**config.mk**
```make
export PLATFORM = sky130hd
export DESIGN_NAME = hcnvm_store
export DESIGN_NICKNAME = d
export VERILOG_FILES = /design/src/verilog/hcnvm_pkg.sv /design/src/verilog/hcnvm_divider.sv /design/src/verilog/hcnvm_store.sv
export SDC_FILE = /design/constraint.sdc
export NUM_CORES = 1
export LEC_CHECK = 0
export BUFFER_PORTS_ARGS = -buffer_cell sky130_fd_sc_hd__buf_2
export CAP_MARGIN = 20
export CORE_MARGIN = 5
export CORE_UTILIZATION = 35
export DETAILED_ROUTE_END_ITERATION = 8
export MAX_ROUTING_LAYER = met4
export PLACE_DENSITY = 0.59
export SYNTH_ARGS = -nofsm -noshare
export SYNTH_HDL_FRONTEND = slang
export SYNTH_SLANG_ARGS = --single-unit
export TNS_END_PERCENT = 5
```
**constraint.sdc**
```tcl
create_clock -name clk_sys -period 2.5 [get_ports clk_sys]
set_input_delay 0.125 -clock clk_sys [delete_from_list [all_inputs] [get_ports clk_sys]]
set_output_delay 0.125 -clock clk_sys [all_outputs]
set_load 0.02 [all_outputs]
```
**src/verilog/hcnvm_pkg.sv**
```systemverilog
// Constants and carrier types of the encoder parameter store
package hcnvm_pkg;

  // ==================================================
  // Array geometry and word indices
  localparam int WORD_W = 16;
  localparam int WORD_COUNT = 12;
  localparam int ADDR_W = 4;
  localparam logic [ADDR_W-1:0] IDX_KEY0 = 4'h0;
  localparam logic [ADDR_W-1:0] IDX_KEY1 = 4'h1;
  localparam logic [ADDR_W-1:0] IDX_KEY2 = 4'h2;
  localparam logic [ADDR_W-1:0] IDX_KEY3 = 4'h3;
  localparam logic [ADDR_W-1:0] IDX_HOP_COUNTER = 4'h4;
  localparam logic [ADDR_W-1:0] IDX_RESERVED_A = 4'h5;
  localparam logic [ADDR_W-1:0] IDX_UNIT_ID_LOW = 4'h6;
  localparam logic [ADDR_W-1:0] IDX_UNIT_ID_HIGH = 4'h7;
  localparam logic [ADDR_W-1:0] IDX_UNUSED_A = 4'h8;
  localparam logic [ADDR_W-1:0] IDX_UNUSED_B = 4'h9;
  localparam logic [ADDR_W-1:0] IDX_RESERVED_B = 4'ha;
  localparam logic [ADDR_W-1:0] IDX_OPTION_WORD = 4'hb;
  localparam logic [WORD_W-1:0] WORD_RESET = 16'h0000;

  // ==================================================
  // Field positions
  localparam int CHECK_LSB = 0;
  localparam int CHECK_W = 10;
  localparam int FIRST_WRAP_BIT = 10;
  localparam int SECOND_WRAP_BIT = 11;
  localparam int BATT_SEL_BIT = 12;
  localparam int RATE_LO_BIT = 13;
  localparam int RATE_HI_BIT = 14;
  localparam int OPTION_RSVD_BIT = 15;
  localparam int AUTO_OFF_BIT = 15;
  localparam int SERIAL_SENT_W = 28;
  localparam logic [WORD_W-1:0] HOP_MAX = 16'hffff;
  localparam logic [WORD_W-1:0] HOP_ONE = 16'h0001;

  // ==================================================
  // Rate codes and timing
  localparam logic [1:0] RATE_400_ALL = 2'h0;
  localparam logic [1:0] RATE_200_HALF = 2'h1;
  localparam logic [1:0] RATE_100_HALF = 2'h2;
  localparam logic [1:0] RATE_100_QUART = 2'h3;
  localparam int CLK_PERIOD_NS = 8;
  localparam longint CLK_HZ = 125_000_000;
  localparam int ELEM_400_NS = 400_000;
  localparam int ELEM_200_NS = 200_000;
  localparam int ELEM_100_NS = 100_000;
  localparam int ELEM_400_CYC = ELEM_400_NS / CLK_PERIOD_NS;
  localparam int ELEM_200_CYC = ELEM_200_NS / CLK_PERIOD_NS;
  localparam int ELEM_100_CYC = ELEM_100_NS / CLK_PERIOD_NS;
  localparam int ELEM_W = 16;
  localparam longint SHUTOFF_S = 25;
  localparam longint SHUTOFF_CYC = SHUTOFF_S * CLK_HZ;
  localparam int SHUTOFF_W = 32;

  // ==================================================
  // Carriers
  typedef struct packed {
    logic [3:0] button;
    logic [1:0] wrap_flags;
    logic [CHECK_W-1:0] check_value;
    logic [WORD_W-1:0] hop_count;
  } hcnvm_plain_type;

  typedef struct packed {
    logic repeat_bit;
    logic low_battery;
    logic [3:0] button;
    logic [SERIAL_SENT_W-1:0] serial;
  } hcnvm_fixed_type;

  typedef struct packed {
    logic we;
    logic [ADDR_W-1:0] addr;
    logic [WORD_W-1:0] data;
  } hcnvm_write_type;

endpackage : hcnvm_pkg

```
**src/verilog/hcnvm_divider.sv**
```systemverilog
// Restartable cycle divider giving one-cycle enable pulses
`timescale 1ns/1ps
`default_nettype none
module hcnvm_divider #(
  parameter int W = 16
) (
  input wire logic clk_sys,
  input wire logic reset_n,
  input wire logic run,
  input wire logic [W-1:0] period,
  output logic tick
);
  logic [W-1:0] count_q;
  logic at_end;

  assign at_end = (count_q >= period - W'(1));
  assign tick = run & at_end;

  always_ff @(posedge clk_sys or negedge reset_n)
  begin
    if (!reset_n)
    begin
      count_q <= '0;
    end
    else if (!run || at_end)
    begin
      count_q <= '0;
    end
    else
    begin
      count_q <= count_q + W'(1);
    end
  end
endmodule : hcnvm_divider
`default_nettype wire

```
**src/verilog/hcnvm_store.sv**
```systemverilog
// Parameter store, frame forming, counter update and shutoff timer
`timescale 1ns/1ps
`default_nettype none
module hcnvm_store
  import hcnvm_pkg::*;
#(
  parameter logic [ELEM_W-1:0] ELEM_400 = ELEM_W'(hcnvm_pkg::ELEM_400_CYC),
  parameter logic [ELEM_W-1:0] ELEM_200 = ELEM_W'(hcnvm_pkg::ELEM_200_CYC),
  parameter logic [ELEM_W-1:0] ELEM_100 = ELEM_W'(hcnvm_pkg::ELEM_100_CYC),
  parameter logic [SHUTOFF_W-1:0] SHUTOFF = SHUTOFF_W'(hcnvm_pkg::SHUTOFF_CYC)
) (
  input wire logic clk_sys,
  input wire logic reset_n,
  input wire logic prog_mode,
  input wire hcnvm_pkg::hcnvm_write_type prog_write,
  input wire logic tx_start,
  input wire logic [3:0] button_bits,
  input wire logic button_active,
  input wire logic repeat_word,
  input wire logic code_word_done,
  input wire logic below_trip_low,
  input wire logic below_trip_high,
  output logic [63:0] cipher_key,
  output hcnvm_pkg::hcnvm_plain_type plain_data,
  output hcnvm_pkg::hcnvm_fixed_type fixed_data,
  output logic frame_ready,
  output logic busy,
  output logic pulse_tick,
  output logic word_send,
  output logic timed_out,
  output logic low_battery
);
  import hcnvm_pkg::*;

  // ==================================================
  // Sequencer
  typedef enum logic [2:0] {
    ST_IDLE = 3'b001,
    ST_LOAD = 3'b010,
    ST_STORE = 3'b100
  } hcnvm_state_type;

  hcnvm_state_type state_q;
  logic [WORD_W-1:0] mem_q [WORD_COUNT];
  logic [WORD_W-1:0] option_word;
  logic [WORD_W-1:0] hop_next;
  logic [1:0] flags_next;
  logic [1:0] rate_sel;
  logic check_fire;
  logic auto_off_en;
  logic [SHUTOFF_W-1:0] idle_count_q;
  logic timed_out_q;
  logic shutoff_due;
  logic slot_send;
  logic frame_ready_q;
  logic frame_active_q;
  logic [1:0] word_index_q;
  logic [ELEM_W-1:0] elem_period;
  hcnvm_plain_type plain_q;
  hcnvm_fixed_type fixed_q;

  assign option_word = mem_q[IDX_OPTION_WORD];
  assign rate_sel = {option_word[RATE_HI_BIT], option_word[RATE_LO_BIT]};
  assign auto_off_en = mem_q[IDX_UNIT_ID_HIGH][AUTO_OFF_BIT];
  assign check_fire = tx_start && !prog_mode && !timed_out_q;
  assign busy = (state_q != ST_IDLE);

  always_ff @(posedge clk_sys or negedge reset_n)
  begin
    if (!reset_n)
    begin
      state_q <= ST_IDLE;
    end
    else
    begin
      unique case (state_q)
        ST_IDLE:
        begin
          if (check_fire)
          begin
            state_q <= ST_LOAD;
          end
        end
        ST_LOAD:
        begin
          state_q <= ST_STORE;
        end
        ST_STORE:
        begin
          state_q <= ST_IDLE;
        end
      endcase
    end
  end

  // ==================================================
  // Storage array
  // Modelled blank at reset; programmer writes win over a store-back
  always_comb
  begin
    hop_next = mem_q[IDX_HOP_COUNTER] + HOP_ONE;
    flags_next = {option_word[SECOND_WRAP_BIT], option_word[FIRST_WRAP_BIT]};
    if (mem_q[IDX_HOP_COUNTER] == HOP_MAX)
    begin
      // Flags are only ever cleared here, never set
      if (flags_next[0])
      begin
        flags_next[0] = 1'b0;
      end
      else
      begin
        flags_next[1] = 1'b0;
      end
    end
  end

  always_ff @(posedge clk_sys or negedge reset_n)
  begin
    if (!reset_n)
    begin
      for (int i = 0; i < WORD_COUNT; i++)
      begin
        mem_q[i] <= WORD_RESET;
      end
    end
    else if (prog_mode && prog_write.we)
    begin
      // Words past the array are dropped
      if (prog_write.addr == IDX_OPTION_WORD)
      begin
        mem_q[IDX_OPTION_WORD] <= {1'b0, prog_write.data[OPTION_RSVD_BIT-1:0]};
      end
      else if (prog_write.addr < ADDR_W'(WORD_COUNT))
      begin
        mem_q[prog_write.addr] <= prog_write.data;
      end
    end
    else if (state_q == ST_STORE)
    begin
      mem_q[IDX_HOP_COUNTER] <= hop_next;
      mem_q[IDX_OPTION_WORD][FIRST_WRAP_BIT] <= flags_next[0];
      mem_q[IDX_OPTION_WORD][SECOND_WRAP_BIT] <= flags_next[1];
    end
  end

  assign cipher_key = {mem_q[IDX_KEY3], mem_q[IDX_KEY2], mem_q[IDX_KEY1], mem_q[IDX_KEY0]};

  // ==================================================
  // Frame forming
  assign low_battery = option_word[BATT_SEL_BIT] ? below_trip_high : below_trip_low;

  always_ff @(posedge clk_sys or negedge reset_n)
  begin
    if (!reset_n)
    begin
      plain_q <= '0;
      fixed_q <= '0;
      frame_ready_q <= 1'b0;
    end
    else
    begin
      frame_ready_q <= (state_q == ST_LOAD);
      if (state_q == ST_LOAD)
      begin
        plain_q.button <= button_bits;
        plain_q.wrap_flags <= {option_word[SECOND_WRAP_BIT], option_word[FIRST_WRAP_BIT]};
        plain_q.check_value <= option_word[CHECK_LSB +: CHECK_W];
        plain_q.hop_count <= mem_q[IDX_HOP_COUNTER];
        fixed_q.repeat_bit <= repeat_word;
        fixed_q.low_battery <= low_battery;
        fixed_q.button <= button_bits;
        // Bits 28-31 stay private; bit 31 is the shutoff enable
        fixed_q.serial <= {mem_q[IDX_UNIT_ID_HIGH][SERIAL_SENT_W-WORD_W-1:0],
                           mem_q[IDX_UNIT_ID_LOW]};
      end
    end
  end

  assign plain_data = plain_q;
  assign fixed_data = fixed_q;
  assign frame_ready = frame_ready_q;

  // ==================================================
  // Pulse element and blanking
  always_comb
  begin
    unique case (rate_sel)
      RATE_400_ALL: elem_period = ELEM_400;
      RATE_200_HALF: elem_period = ELEM_200;
      RATE_100_HALF: elem_period = ELEM_100;
      RATE_100_QUART: elem_period = ELEM_100;
    endcase
  end

  always_ff @(posedge clk_sys or negedge reset_n)
  begin
    if (!reset_n)
    begin
      frame_active_q <= 1'b0;
      word_index_q <= 2'h0;
    end
    else if (check_fire && state_q == ST_IDLE)
    begin
      frame_active_q <= 1'b1;
      word_index_q <= 2'h0;
    end
    else if (code_word_done && frame_active_q)
    begin
      word_index_q <= word_index_q + 2'h1;
      if (!button_active || timed_out_q)
      begin
        frame_active_q <= 1'b0;
      end
    end
  end

  hcnvm_divider #(
    .W(ELEM_W)
  ) u_elem_div (
    .clk_sys(clk_sys),
    .reset_n(reset_n),
    .run(frame_active_q),
    .period(elem_period),
    .tick(pulse_tick)
  );

  // Blanked words still take their slot in time; only the carrier is held off
  always_comb
  begin
    unique case (rate_sel)
      RATE_400_ALL: slot_send = 1'b1;
      RATE_200_HALF: slot_send = !word_index_q[0];
      RATE_100_HALF: slot_send = !word_index_q[0];
      RATE_100_QUART: slot_send = (word_index_q == 2'h0);
    endcase
  end

  // Carrier goes quiet the moment the shutoff fires, not at the word's end
  assign word_send = frame_active_q && slot_send && !timed_out_q;

  // ==================================================
  // Stuck-button shutoff
  // Fixed period, no field selects it
  assign shutoff_due = (idle_count_q >= SHUTOFF - SHUTOFF_W'(1));

  // Count freezes at expiry so it can never roll over and drop the flag
  always_ff @(posedge clk_sys or negedge reset_n)
  begin
    if (!reset_n)
    begin
      idle_count_q <= '0;
    end
    else if (!button_active || !auto_off_en)
    begin
      idle_count_q <= '0;
    end
    else if (!shutoff_due)
    begin
      idle_count_q <= idle_count_q + SHUTOFF_W'(1);
    end
  end

  always_ff @(posedge clk_sys or negedge reset_n)
  begin
    if (!reset_n)
    begin
      timed_out_q <= 1'b0;
    end
    else if (!button_active || !auto_off_en)
    begin
      timed_out_q <= 1'b0;
    end
    else if (shutoff_due)
    begin
      timed_out_q <= 1'b1;
    end
  end

  assign timed_out = timed_out_q;

endmodule : hcnvm_store
`default_nettype wire
```
Word-level counts from Yosys, hierarchy flattened
Index checks and enable logic that the tools add are counted.
{"block": "word_totals", "reg_bits": 310, "in_bits": 34, "output_inout_bits": 136, "word_cells": 116}
{"block": "op_classes", "add_sub_neg": 5, "n_lt_le_gt_ge": 5, "n_eq_ne": 15, "n_mux": 27, "bitwise": 3, "n_reduce_logical": 33}
{"op": "bitwise mux 192 bit", "n": 1}
{"op": "two-way mux 128 bit", "n": 1}
{"op": "two-way mux 112 bit", "n": 1}
{"op": "two-way mux 16 bit", "n": 5}
{"op": "demux 16 bit (select 4 bit)", "n": 1}
{"op": "two-way mux 32 bit", "n": 2}
{"op": "one-hot mux 16 bit (3 select lines)", "n": 1}
{"op": "adder 16 x 1 -> 16 bit (second input constant)", "n": 2}
{"op": "adder 32 x 1 -> 32 bit (second input constant)", "n": 1}
{"op": "greater-or-equal comparator 32 bit (second input constant)", "n": 1}
{"op": "equality test 16 bit (second input constant)", "n": 1}
{"op": "greater-or-equal comparator 16 bit", "n": 1}
{"op": "subtractor 16 x 1 -> 16 bit (second input constant)", "n": 1}
{"op": "nonzero test 2 bit", "n": 6}
{"op": "two-way mux 2 bit", "n": 5}
{"op": "one-hot mux 3 bit (3 select lines)", "n": 1}
{"op": "AND reduction 3 bit", "n": 3}
{"op": "logical AND 1 bit", "n": 8}
{"op": "two-way mux 1 bit", "n": 7}
{"op": "logical NOT 1 bit", "n": 6}
{"op": "inequality test 2 x 1 -> 1 bit (second input constant)", "n": 3}
{"op": "inequality test 3 x 1 -> 1 bit (second input constant)", "n": 2}
{"op": "greater-or-equal comparator 5 bit (second input constant)", "n": 1}
{"op": "< comparator 5 x 1 -> 1 bit (second input constant)", "n": 1}
{"op": "19 further kinds", "n": 26}

Depth between registers and ports, before layout
Gate-level depths: netlist of the first run.
{"block": "logic_depth", "word_depth": 9, "ltp_mapped": 10, "mapped_depth_nobuf": 9}

Modules after synthesis
A second synthesis of the first run with hierarchy kept.
{"block": "hier_totals", "hier_cells": 984, "area_unflattened_um2": 11767.5}
{"module": "hcnvm_store", "n_inst": 1, "cells_each": 831, "area_each_um2": 10304.9}
{"module": "hcnvm_divider", "n_inst": 1, "cells_each": 153, "area_each_um2": 1462.7}

Least setup slack after synthesis of the first run
No wires, ideal clock.
{"block": "synth_path", "path_kind": "register -> register", "from": "register mem_q (netlist bit option_word[14])", "to": "register u_elem_div.count_q[10]", "setup_ns": 0.132, "arrival_ns": 2.374, "required_ns": 2.368, "setup_slack_ns": -0.006, "path_stages_with_launch": 10, "synth_period_minus_slack_ns": 2.506, "cell_sequence": "dfrtp_1 inv_1 ha_1 inv_1 ha_1 nand4_1 or4_1 o211ai_1 clkbuf_1 nor2_1"}
{"block": "synth_via", "elab_chain_cells": 7}
{"element": "from (decl)", "line": "hcnvm_store.sv:44", "source": "logic [WORD_W-1:0] mem_q [WORD_COUNT];"}
{"element": "from (signal, indexed assignment)", "line": "hcnvm_store.sv:131", "source": "mem_q[IDX_OPTION_WORD] <= {1'b0, prog_write.data[OPTION_RSVD_BIT-1:0]};"}
{"element": "from (signal, indexed assignment)", "line": "hcnvm_store.sv:135", "source": "mem_q[prog_write.addr] <= prog_write.data;"}
{"element": "from (signal, indexed assignment)", "line": "hcnvm_store.sv:140", "source": "mem_q[IDX_HOP_COUNTER] <= hop_next;"}
{"element": "equality test 2 bit", "line": "hcnvm_store.sv:187", "source": "unique case (rate_sel)"}
{"element": "OR reduction 2 bit (no source line)"}
{"element": "one-hot mux 16 bit (3 select lines) *", "line": "hcnvm_store.sv:187"}
{"element": "subtractor 16 x 1 -> 16 bit *", "line": "hcnvm_divider.sv:16", "source": "assign at_end = (count_q >= period - W'(1));"}
{"element": "greater-or-equal comparator 16 bit *", "line": "hcnvm_divider.sv:16"}
{"element": "logical OR 1 bit *", "line": "hcnvm_divider.sv:25", "source": "else if (!run || at_end)"}
{"element": "two-way mux 16 bit *", "line": "hcnvm_divider.sv:25"}
{"element": "to (signal assigned)", "line": "hcnvm_divider.sv:31", "source": "count_q <= count_q + W'(1);"}
{"element": "to (decl)", "line": "hcnvm_divider.sv:13", "source": "logic [W-1:0] count_q;"}
Every way passes the cells marked *; elsewhere a longest branch is shown, timed or not. The select of a mux whose other input is x is not followed.
A chain may end at the register's enable or synchronous reset.

Final worst setup path of the first run
{"block": "layout_path", "from": "register mem_q (netlist bit option_word[13])", "to": "output pulse_tick"}
{"block": "layout_via", "elab_chain_cells": 6}
{"element": "equality test 2 bit", "line": "hcnvm_store.sv:187"}
{"element": "OR reduction 2 bit (no source line)"}
{"element": "one-hot mux 16 bit (3 select lines) *", "line": "hcnvm_store.sv:187"}
{"element": "subtractor 16 x 1 -> 16 bit *", "line": "hcnvm_divider.sv:16"}
{"element": "greater-or-equal comparator 16 bit *", "line": "hcnvm_divider.sv:16"}
{"element": "AND 1 bit *", "line": "hcnvm_divider.sv:17", "source": "assign tick = run & at_end;"}
{"element": "to (decl)", "line": "hcnvm_store.sv:28", "source": "output logic pulse_tick,"}
Marks and branches as above.

==> metrics.txt, run 1 <==
# TYPE chip_impl_metric gauge
chip_impl_metric{name="design.final.nets",unit=""} 1149
chip_impl_info{name="run_status",value="complete, but fails checks"} 1
chip_impl_metric{name="synth_area_per_cell",unit="sq um"} 12.2
chip_impl_info{name="unrepaired_setup_endpoints_after_global_routing",value="true"} 1
chip_impl_metric{name="cp_max_fo",unit=""} 2
chip_impl_info{name="synth_top_cells_by_count",value="dfrtp_1, mux2_2, buf_4"} 1
chip_impl_metric{name="final.hold.worst_slack",unit="ns"} 0.00310
chip_impl_info{name="worstHoldPathType",value="input pin to flip-flop"} 1
chip_impl_metric{name="worst_slew_pin_slew",unit="ns"} 0.876
chip_impl_metric{name="grt_first_pass_wirelength",unit="mm"} 46.3
chip_impl_metric{name="cts.sink_count",unit=""} 242
chip_impl_metric{name="peakVddDrop",unit="uV"} 798
chip_impl_metric{name="dpl-instance-area",unit="sq um"} 12300
chip_impl_info{name="cp-start-kind",value="flip-flop"} 1
chip_impl_metric{name="yosysWarningCount",unit=""} 0
chip_impl_metric{name="worstPathRequired",unit="ns"} 2.38
chip_impl_info{name="failed_checks",value="negative setup slack"} 1
chip_impl_info{name="cts_tree",value="yes"} 1
chip_impl_metric{name="antenna_found_initial",unit=""} 2
chip_impl_metric{name="drt_iter0_drc",unit=""} 300
chip_impl_metric{name="timing.critical_path.arrival",unit="ns"} 2.52
chip_impl_metric{name="number_of_global_route_vias_before_repair",unit=""} 8250
chip_impl_info{name="ys.flop_type",value="dfrtp_1"} 1
chip_impl_metric{name="synth-seq-cells",unit=""} 242
chip_impl_metric{name="buffer_ports.inserted",unit=""} 169
chip_impl_info{name="path_cells",value="buf_6 -> ha_4 -> ha_4 -> and3_4 -> a221o_1 -> a31oi_2 -> o21ai_1 -> and2_4 -> buf_6"} 1
chip_impl_metric{name="clk-insertion-delay-late",unit="ns"} 0.57
chip_impl_metric{name="average_via_count_per_standard_cell",unit=""} 5.17
chip_impl_metric{name="total_die_area",unit="sq um"} 35900
chip_impl_info{name="synthMostInstantiatedCell",value="dfrtp_1"} 1
chip_impl_metric{name="ant_nets",unit=""} 0
chip_impl_metric{name="dp_hpwl",unit="mm"} 19.0
chip_impl_metric{name="die_y",unit="microns"} 190
chip_impl_metric{name="ios",unit=""} 170
chip_impl_metric{name="period_share",unit="%"} 106
chip_impl_metric{name="post-route-worst-setup-slack",unit="ns"} -0.143
chip_impl_metric{name="max_slew_margin",unit="%"} 41.4
chip_impl_metric{name="wl",unit="mm"} 28.5
chip_impl_metric{name="netlist.area_leader.share",unit="%"} 53.5
chip_impl_metric{name="finalClockSkew",unit="ns"} 0.0362
chip_impl_metric{name="initial_cell_density_of_the_core",unit="%"} 35.6
chip_impl_info{name="worst-setup-path-type",value="flip-flop to output pin"} 1
chip_impl_info{name="end_kind",value="output pin"} 1
chip_impl_metric{name="path_clk_slew",unit="ns"} 0.06
chip_impl_metric{name="via_count",unit=""} 7865
chip_impl_metric{name="final_hold_viol_count",unit=""} 0
chip_impl_metric{name="place_congestion",unit=""} 0.820
chip_impl_metric{name="grt_start_max_net_pins",unit=""} 91
chip_impl_metric{name="post_synth_inst_count",unit=""} 926
chip_impl_metric{name="period_minus_slack",unit="ns"} 2.64
chip_impl_info{name="cp_slowest_cell",value="dfrtp_1"} 1
chip_impl_info{name="cts-root-buf",value="clkbuf_16"} 1
chip_impl_metric{name="worstRegToRegCells",unit=""} 15
chip_impl_metric{name="timing.fmax",unit="MHz"} 378
chip_impl_metric{name="async_s_r_ff_share_synth",unit="%"} 100
chip_impl_metric{name="synth_enable_flop_cells",unit=""} 0
chip_impl_metric{name="grt_overflow",unit=""} 0
chip_impl_metric{name="floorplan.rows",unit=""} 65
chip_impl_info{name="yosys.area.top_type",value="dfrtp_1"} 1
chip_impl_metric{name="synth_sequential_area_ratio",unit="%"} 53.7
chip_impl_metric{name="drtPass1Iterations",unit=""} 5
chip_impl_metric{name="synthToLayoutAreaGrowth",unit="%"} 22.9
chip_impl_metric{name="floorplan.die.width",unit="microns"} 190
chip_impl_metric{name="final_area",unit="sq um"} 13900
chip_impl_metric{name="per_cell_routed_wire_length",unit="microns"} 18.7
chip_impl_metric{name="max-clock-path-buffers",unit=""} 3
chip_impl_metric{name="global_route.usage.total",unit="%"} 16.2
chip_impl_metric{name="htree_num_levels",unit=""} 1
chip_impl_metric{name="final-max-slew-violation-count",unit=""} 0
chip_impl_metric{name="post_synth_instance_area",unit="sq um"} 11300
chip_impl_metric{name="drive_gt1_share",unit="%"} 43.1
chip_impl_metric{name="cap_viol_max_count",unit=""} 0
chip_impl_metric{name="floorplan.core_area",unit="sq um"} 31700
chip_impl_metric{name="drc",unit=""} 0
chip_impl_metric{name="final_setup_violation_count",unit=""} 17
chip_impl_metric{name="power_density",unit="nW/um^2"} 987
chip_impl_metric{name="hold-path-cell-count",unit=""} 3
chip_impl_metric{name="leakagePower",unit="uW"} 0.00631
chip_impl_metric{name="synthDistinctLibCells",unit=""} 63
chip_impl_metric{name="synth.net_count",unit=""} 980
chip_impl_metric{name="tritoncts.num_buffers",unit=""} 28
chip_impl_info{name="dominant_cells_by_area_after_synthesis",value="dfrtp_1, mux2_2, buf_4"} 1
chip_impl_metric{name="total_power",unit="uW"} 13700
chip_impl_metric{name="timing.critical_path.slowest_cell_delay",unit="ns"} 0.40
-- layout make-up --
class	instances	area [sq um]
well taps	402	503
fillers	2932	17900
inverters	19	78.8
diodes	2	5.00
clock buffers	41	840
flip-flops and latches	242	6060
clock inverters	10	110
repair buffers	244	1580
multi-input cells	560	4690
-- worst max-delay path, delay by kind of cell (launching register included) --
| kind | cells | cell delay [ns] |
|---|---|---|
| flops | 1 | 0.40 |
| fa+ha+maj | 2 | 0.38 |
| simple gates | 2 | 0.32 |
| compound gates | 3 | 0.64 |
| buf+inv | 2 | 0.25 |
-- state kept, by name, summed over array words and instances (netlist names), 2 cells and up --
name                count
cipher_key             64
fixed_data             34
idle_count_q           32
mem_q                  44
option_word            15
plain_data             28
state_q                 3
u_elem_div.count_q     16
word_index_q            2
-- per-stage QoR --
stage          worst slack [ns]  TNS [ns]  cells  utilization, %
2_1_floorplan            0.0520         0    926               -
3_5_place_dp              0.134         0   1427            38.7
5_1_grt                  -0.290     -3.71   1520            43.7
6_report                 -0.143     -1.97   1520            43.7
4_1_cts                  -0.137    -0.776   1519            43.4
3_3_place_gp              0.232         0   1427            38.7
-- power breakdown --
group	switching, uW	leakage, uW	internal (uW)
Sequential	594	0.00313	4870
Clock	1680	0.000456	2430
Combinational	2280	0.00272	1820
-- metal layers --
layer / global-route usage [%] / part of all wire (%)
met5: - / 0
met1: 21.7 / 46
met3: 3.71 / 5.4
met2: 25.6 / 47
met4: 3.42 / 2.1
-- placed cells by master, fill, tap and decap left out, types with 8 or more instances in the layout --
cell             n
a21oi_1         41
and3_1          13
buf_2          167
buf_4           38
clkbuf_16       28
clkbuf_8         9
dfrtp_1        241
dlygate4sd3_1   25
ha_1            12
ha_4             8
inv_1           15
mux2_2         149
mux2_4          16
nand2_1         42
nand3_1         36
nand4_1         11
nor2_1          26
nor3_1          11
o21ai_0         25
o31ai_1         26
or4_1           28
xnor2_1         10
-- timing repair --
item                                   in CTS  in global routing
endpoints found under the hold margin     162                  0
cloned                                      0                  1
pin swaps                                  19                 15
resized for setup                          32                 30
buffers inserted                           16                  1
setup endpoints to repair                   1                 17
hold buffers                               25                  0
-- cells by family (layout without fill, tap and decap cells) --
family | count (synthesis) | in the layout | synth area share (%)
multiplexers | 166 | 166 | 17.1
adder cells (fa/ha/maj) | 20 | 20 | 2.22
buffers and inverters | 124 | 314 | 6.81
AO/OA/AOI/OAI | 135 | 135 | 8.03
AND/OR/NAND/NOR | 224 | 224 | 11.0
other | 0 | 2 | 0
XOR/XNOR | 15 | 15 | 1.16
flip-flops | 242 | 242 | 53.7
-- worst paths after layout --
kind	startpoint	endpoint	slack [ns]
max in group asynchronous	reset_n	state_q[0]	1.52
setup / recovery	option_word[13]	pulse_tick	-0.14
hold / removal	prog_write[3]	mem_q[115]	0.003
hold reg to reg	state_q[1]	state_q[0]	0.45
setup reg to reg	option_word[13]	u_elem_div.count_q[8]	-0.14
min in group asynchronous	reset_n	cipher_key[57]	0.13
Power figures use the tool's default switching activity.
==> run 2: changes to the inputs <==
- SYNTH_HIERARCHICAL: unset -> 1
==> run 2 against run 1 <==
The flow finishes with violations (negative hold slack, negative setup slack). Total power grew 4.1%. Sequential share of layout area shrank 2.0 points. Setup slack got worse by 0.92 ns. Sequential power is essentially flat. Non-clock buffer count grew 15. Final cell count increased by 8.8%. Global-route usage is 0.40 points lower. Worst hold slack worse by 0.0078 ns. Synthesized cell count increased by 6.3%. Area after synthesis increased by 4.3%. Critical endpoint unchanged.
==> metrics.txt, run 2 <==
# TYPE chip_impl_metric gauge
chip_impl_metric{name="final_hold_viol_count",unit=""} 1
chip_impl_metric{name="worstPathRequired",unit="ns"} 2.38
chip_impl_metric{name="synth_sequential_area_ratio",unit="%"} 51.5
chip_impl_metric{name="placement.setup.worst_slack",unit="ns"} -0.695
chip_impl_metric{name="via_count",unit=""} 8166
chip_impl_info{name="ys.flop_type",value="dfrtp_1"} 1
chip_impl_metric{name="synthDistinctLibCells",unit=""} 68
chip_impl_metric{name="grt_start_max_net_pins",unit=""} 68
chip_impl_metric{name="finalClockSkew",unit="ns"} 0.00782
chip_impl_metric{name="dp_hpwl",unit="mm"} 20.5
chip_impl_info{name="run_status",value="complete, but fails checks"} 1
chip_impl_metric{name="wl",unit="mm"} 29.4
chip_impl_metric{name="path_clk_slew",unit="ns"} 0.06
chip_impl_info{name="synthMostInstantiatedCell",value="dfrtp_1"} 1
chip_impl_info{name="mostFrequentLayoutCells",value="dfrtp_1, mux2_2, buf_2"} 1
chip_impl_metric{name="post-route-worst-setup-slack",unit="ns"} -1.06
chip_impl_metric{name="grt_first_pass_wirelength",unit="mm"} 47.8
chip_impl_metric{name="final_area",unit="sq um"} 14500
chip_impl_info{name="most_frequent_cp_cell",value="buf_4"} 1
chip_impl_metric{name="fill_cells",unit=""} 3170
chip_impl_metric{name="leakagePower",unit="uW"} 0.00644
chip_impl_metric{name="synthToLayoutAreaGrowth",unit="%"} 23.5
chip_impl_info{name="dominant_cells_by_area_after_synthesis",value="dfrtp_1, mux2_2, buf_4"} 1
chip_impl_metric{name="place_congestion",unit=""} 0.789
chip_impl_metric{name="cap_viol_max_count",unit=""} 0
chip_impl_metric{name="max_slew_margin",unit="%"} 64.9
chip_impl_metric{name="clk-insertion-delay-late",unit="ns"} 0.54
chip_impl_metric{name="drive_gt1_share",unit="%"} 42.5
chip_impl_metric{name="total_die_area",unit="sq um"} 37400
chip_impl_metric{name="die_y",unit="microns"} 193
chip_impl_metric{name="post_synth_instance_area",unit="sq um"} 11800
chip_impl_info{name="path_cells",value="ha_2 -> or2_4 -> nor3b_2 -> nand2b_1 -> or3_4 -> buf_4 -> nor2_2 -> xnor2_1 -> ha_1 -> nand2_1 -> nor3_4 -> o311ai_4 -> a31oi_2 -> buf_4"} 1
chip_impl_info{name="cp_slowest_cell",value="dfrtp_1"} 1
chip_impl_info{name="end_kind",value="output pin"} 1
chip_impl_metric{name="final-instance-count-excl-fill",unit=""} 1654
chip_impl_info{name="yosys.area.top_type",value="dfrtp_1"} 1
chip_impl_metric{name="sequential_cell_area",unit="sq um"} 6060
chip_impl_info{name="synth_top_cells_by_count",value="dfrtp_1, mux2_2, buf_4"} 1
chip_impl_metric{name="htree_num_levels",unit=""} 1
chip_impl_metric{name="finalCoreUtilization",unit="%"} 43.5
chip_impl_metric{name="timing.fmax",unit="MHz"} 281
chip_impl_info{name="cts_tree",value="yes"} 1
chip_impl_metric{name="buffer_ports.inserted",unit=""} 169
chip_impl_metric{name="synth_area_per_cell",unit="sq um"} 12.0
chip_impl_metric{name="drtPass1Iterations",unit=""} 4
chip_impl_metric{name="floorplan.core_area",unit="sq um"} 33400
chip_impl_metric{name="number_of_global_route_vias_before_repair",unit=""} 8420
chip_impl_info{name="unrepaired_setup_endpoints_after_global_routing",value="true"} 1
chip_impl_metric{name="largest_reg_flops",unit=""} 64
chip_impl_metric{name="post_synth_inst_count",unit=""} 984
chip_impl_metric{name="initial_cell_density_of_the_core",unit="%"} 35.3
chip_impl_metric{name="final_setup_violation_count",unit=""} 17
chip_impl_metric{name="power_density",unit="nW/um^2"} 980
chip_impl_metric{name="netlist.area_leader.share",unit="%"} 51.2
chip_impl_metric{name="ios",unit=""} 170
chip_impl_metric{name="dp_cells",unit=""} 1568
chip_impl_info{name="crit_start",value="option_word[14]"} 1
chip_impl_info{name="failed_checks",value="negative hold slack, negative setup slack"} 1
chip_impl_metric{name="yosysWarningCount",unit=""} 6
chip_impl_metric{name="drt_iter0_drc",unit=""} 395
chip_impl_metric{name="synth_enable_flop_cells",unit=""} 0
chip_impl_metric{name="tritoncts.num_buffers",unit=""} 29
chip_impl_metric{name="antenna_found_initial",unit=""} 4
chip_impl_info{name="final_common_cell",value="dfrtp_1"} 1
chip_impl_metric{name="peakVddDrop",unit="uV"} 665
chip_impl_metric{name="average_via_count_per_standard_cell",unit=""} 4.94
chip_impl_info{name="min_from",value="prog_write[10]"} 1
chip_impl_info{name="cp-start-kind",value="flip-flop"} 1
chip_impl_metric{name="timing.critical_path.arrival",unit="ns"} 3.43
chip_impl_metric{name="floorplan.rows",unit=""} 67
chip_impl_metric{name="worst_slew_pin_slew",unit="ns"} 0.520
chip_impl_metric{name="period_share",unit="%"} 142
chip_impl_metric{name="global_route.usage.total",unit="%"} 15.8
chip_impl_metric{name="per_cell_routed_wire_length",unit="microns"} 17.8
chip_impl_info{name="worstHoldPathType",value="input pin to flip-flop"} 1
chip_impl_info{name="launch_point_of_the_worst_reg_to_reg_path",value="option_word[13]"} 1
chip_impl_metric{name="final.hold.worst_slack",unit="ns"} -0.00470
chip_impl_metric{name="async_s_r_ff_share_synth",unit="%"} 100
chip_impl_metric{name="drc",unit=""} 0
chip_impl_info{name="worst-setup-path-type",value="flip-flop to output pin"} 1
chip_impl_metric{name="floorplan.die.width",unit="microns"} 193
chip_impl_metric{name="period_minus_slack",unit="ns"} 3.56
chip_impl_metric{name="cts.sink_count",unit=""} 242
chip_impl_metric{name="synth-seq-cells",unit=""} 242
chip_impl_metric{name="dpl-instance-area",unit="sq um"} 13200
chip_impl_metric{name="grt_overflow",unit=""} 0
chip_impl_metric{name="cp_max_fo",unit=""} 3
chip_impl_metric{name="ant_nets",unit=""} 0
chip_impl_metric{name="final-max-slew-violation-count",unit=""} 0
chip_impl_metric{name="total_area_of_multi_input_combinational_cells",unit="sq um"} 5150
chip_impl_metric{name="timing.critical_path.slowest_cell_delay",unit="ns"} 0.43
chip_impl_info{name="cts-root-buf",value="clkbuf_16"} 1
chip_impl_metric{name="design.final.nets",unit=""} 1241
chip_impl_metric{name="max-clock-path-buffers",unit=""} 3
## run 2: changes by cell type after synthesis, sizes merged, moves of 8 or more
cell and delta:
nand2 +12, and3 -10, nor4 +10, o31ai -10
or4 -10, a22oi +9, mux2i +9, nand2b +8
nor3 +8, xor2 +8
## run 2: per-stage QoR
stage	TNS [ns]	power [uW]	hold WS (ns)
finish	-11.83	14200	-0.00470
floorplan	-7.53	8680	-0.171
global placement	-9.90	9900	0.124
CTS	-12.00	14500	0.000551
detailed placement	-11.20	10000	0.123
global route	-15.12	15100	0.0270
## run 2: final timing paths
path	endpoint	slack, ns	depth (start not counted)
min in group asynchronous	idle_count_q[9]	0.13	2
max in group asynchronous	state_q[0]	1.55	3
max reg2reg	u_elem_div/count_q[3]	-0.69	14
min	option_word[10]	-0.005	2
max	pulse_tick	-1.06	14
min reg2reg	cipher_key[18]	0.50	1
## run 2: kinds of logic (layout without fill, tap and decap cells)
group	Yosys count	after routing	share of synthesized area [%]
buffers and inverters	127	335	6.63
adders and majority gates	27	27	2.87
xor gates and xnor gates	29	29	2.16
AOI/OAI and AO/OA	121	121	7.37
DFF	242	242	51.5
and+or+nand+nor	260	260	12.6
other	1	15	0.0319
muxes	177	177	16.8
## run 2: cell type report
| type | instances | area share [%] |
|---|---|---|
| Clock inverter | 15 | 1.20 |
| Timing Repair Buffer | 259 | 11.6 |
| Sequential cell | 242 | 41.7 |
| Inverter | 23 | 0.611 |
| Tap cell | 448 | 3.86 |
| Multi-Input combinational cell | 625 | 35.4 |
| Clock buffer | 38 | 5.57 |
| Antenna cell | 4 | 0.0689 |
## run 2: critical path, delay by kind of cell (launching register included)
family          cells  cell delay [ns]
buf+inv             2             0.32
flops               1             0.43
simple gates        7             1.27
compound gates      2             0.36
fa+ha+maj           2             0.47
xor+xnor            1             0.07
## run 2: where the power goes
group	switching, uW	total (uW)	internal [uW]
combinational	2520	4520	2000
sequential	602	5440	4840
clock	1690	4280	2590
total	4820	14200	9420
## run 2: repair_timing
| item | in CTS | in global routing |
|---|---|---|
| hold endpoints to repair | 153 | 0 |
| pin swaps | 15 | 3 |
| buffers inserted | 6 | 0 |
| gates resized for setup | 9 | 6 |
| setup endpoints to repair | 17 | 19 |
| hold buffers | 23 | 0 |
## run 2: metal layers
layer	vias to the layer above	track usage (%)	part of all wire (%)
met2	159	25.1	47
met1	4086	20.8	45
met5	-	-	0
met4	0	2.86	1.5
li1	3885	-	-
met3	36	4.33	6.3
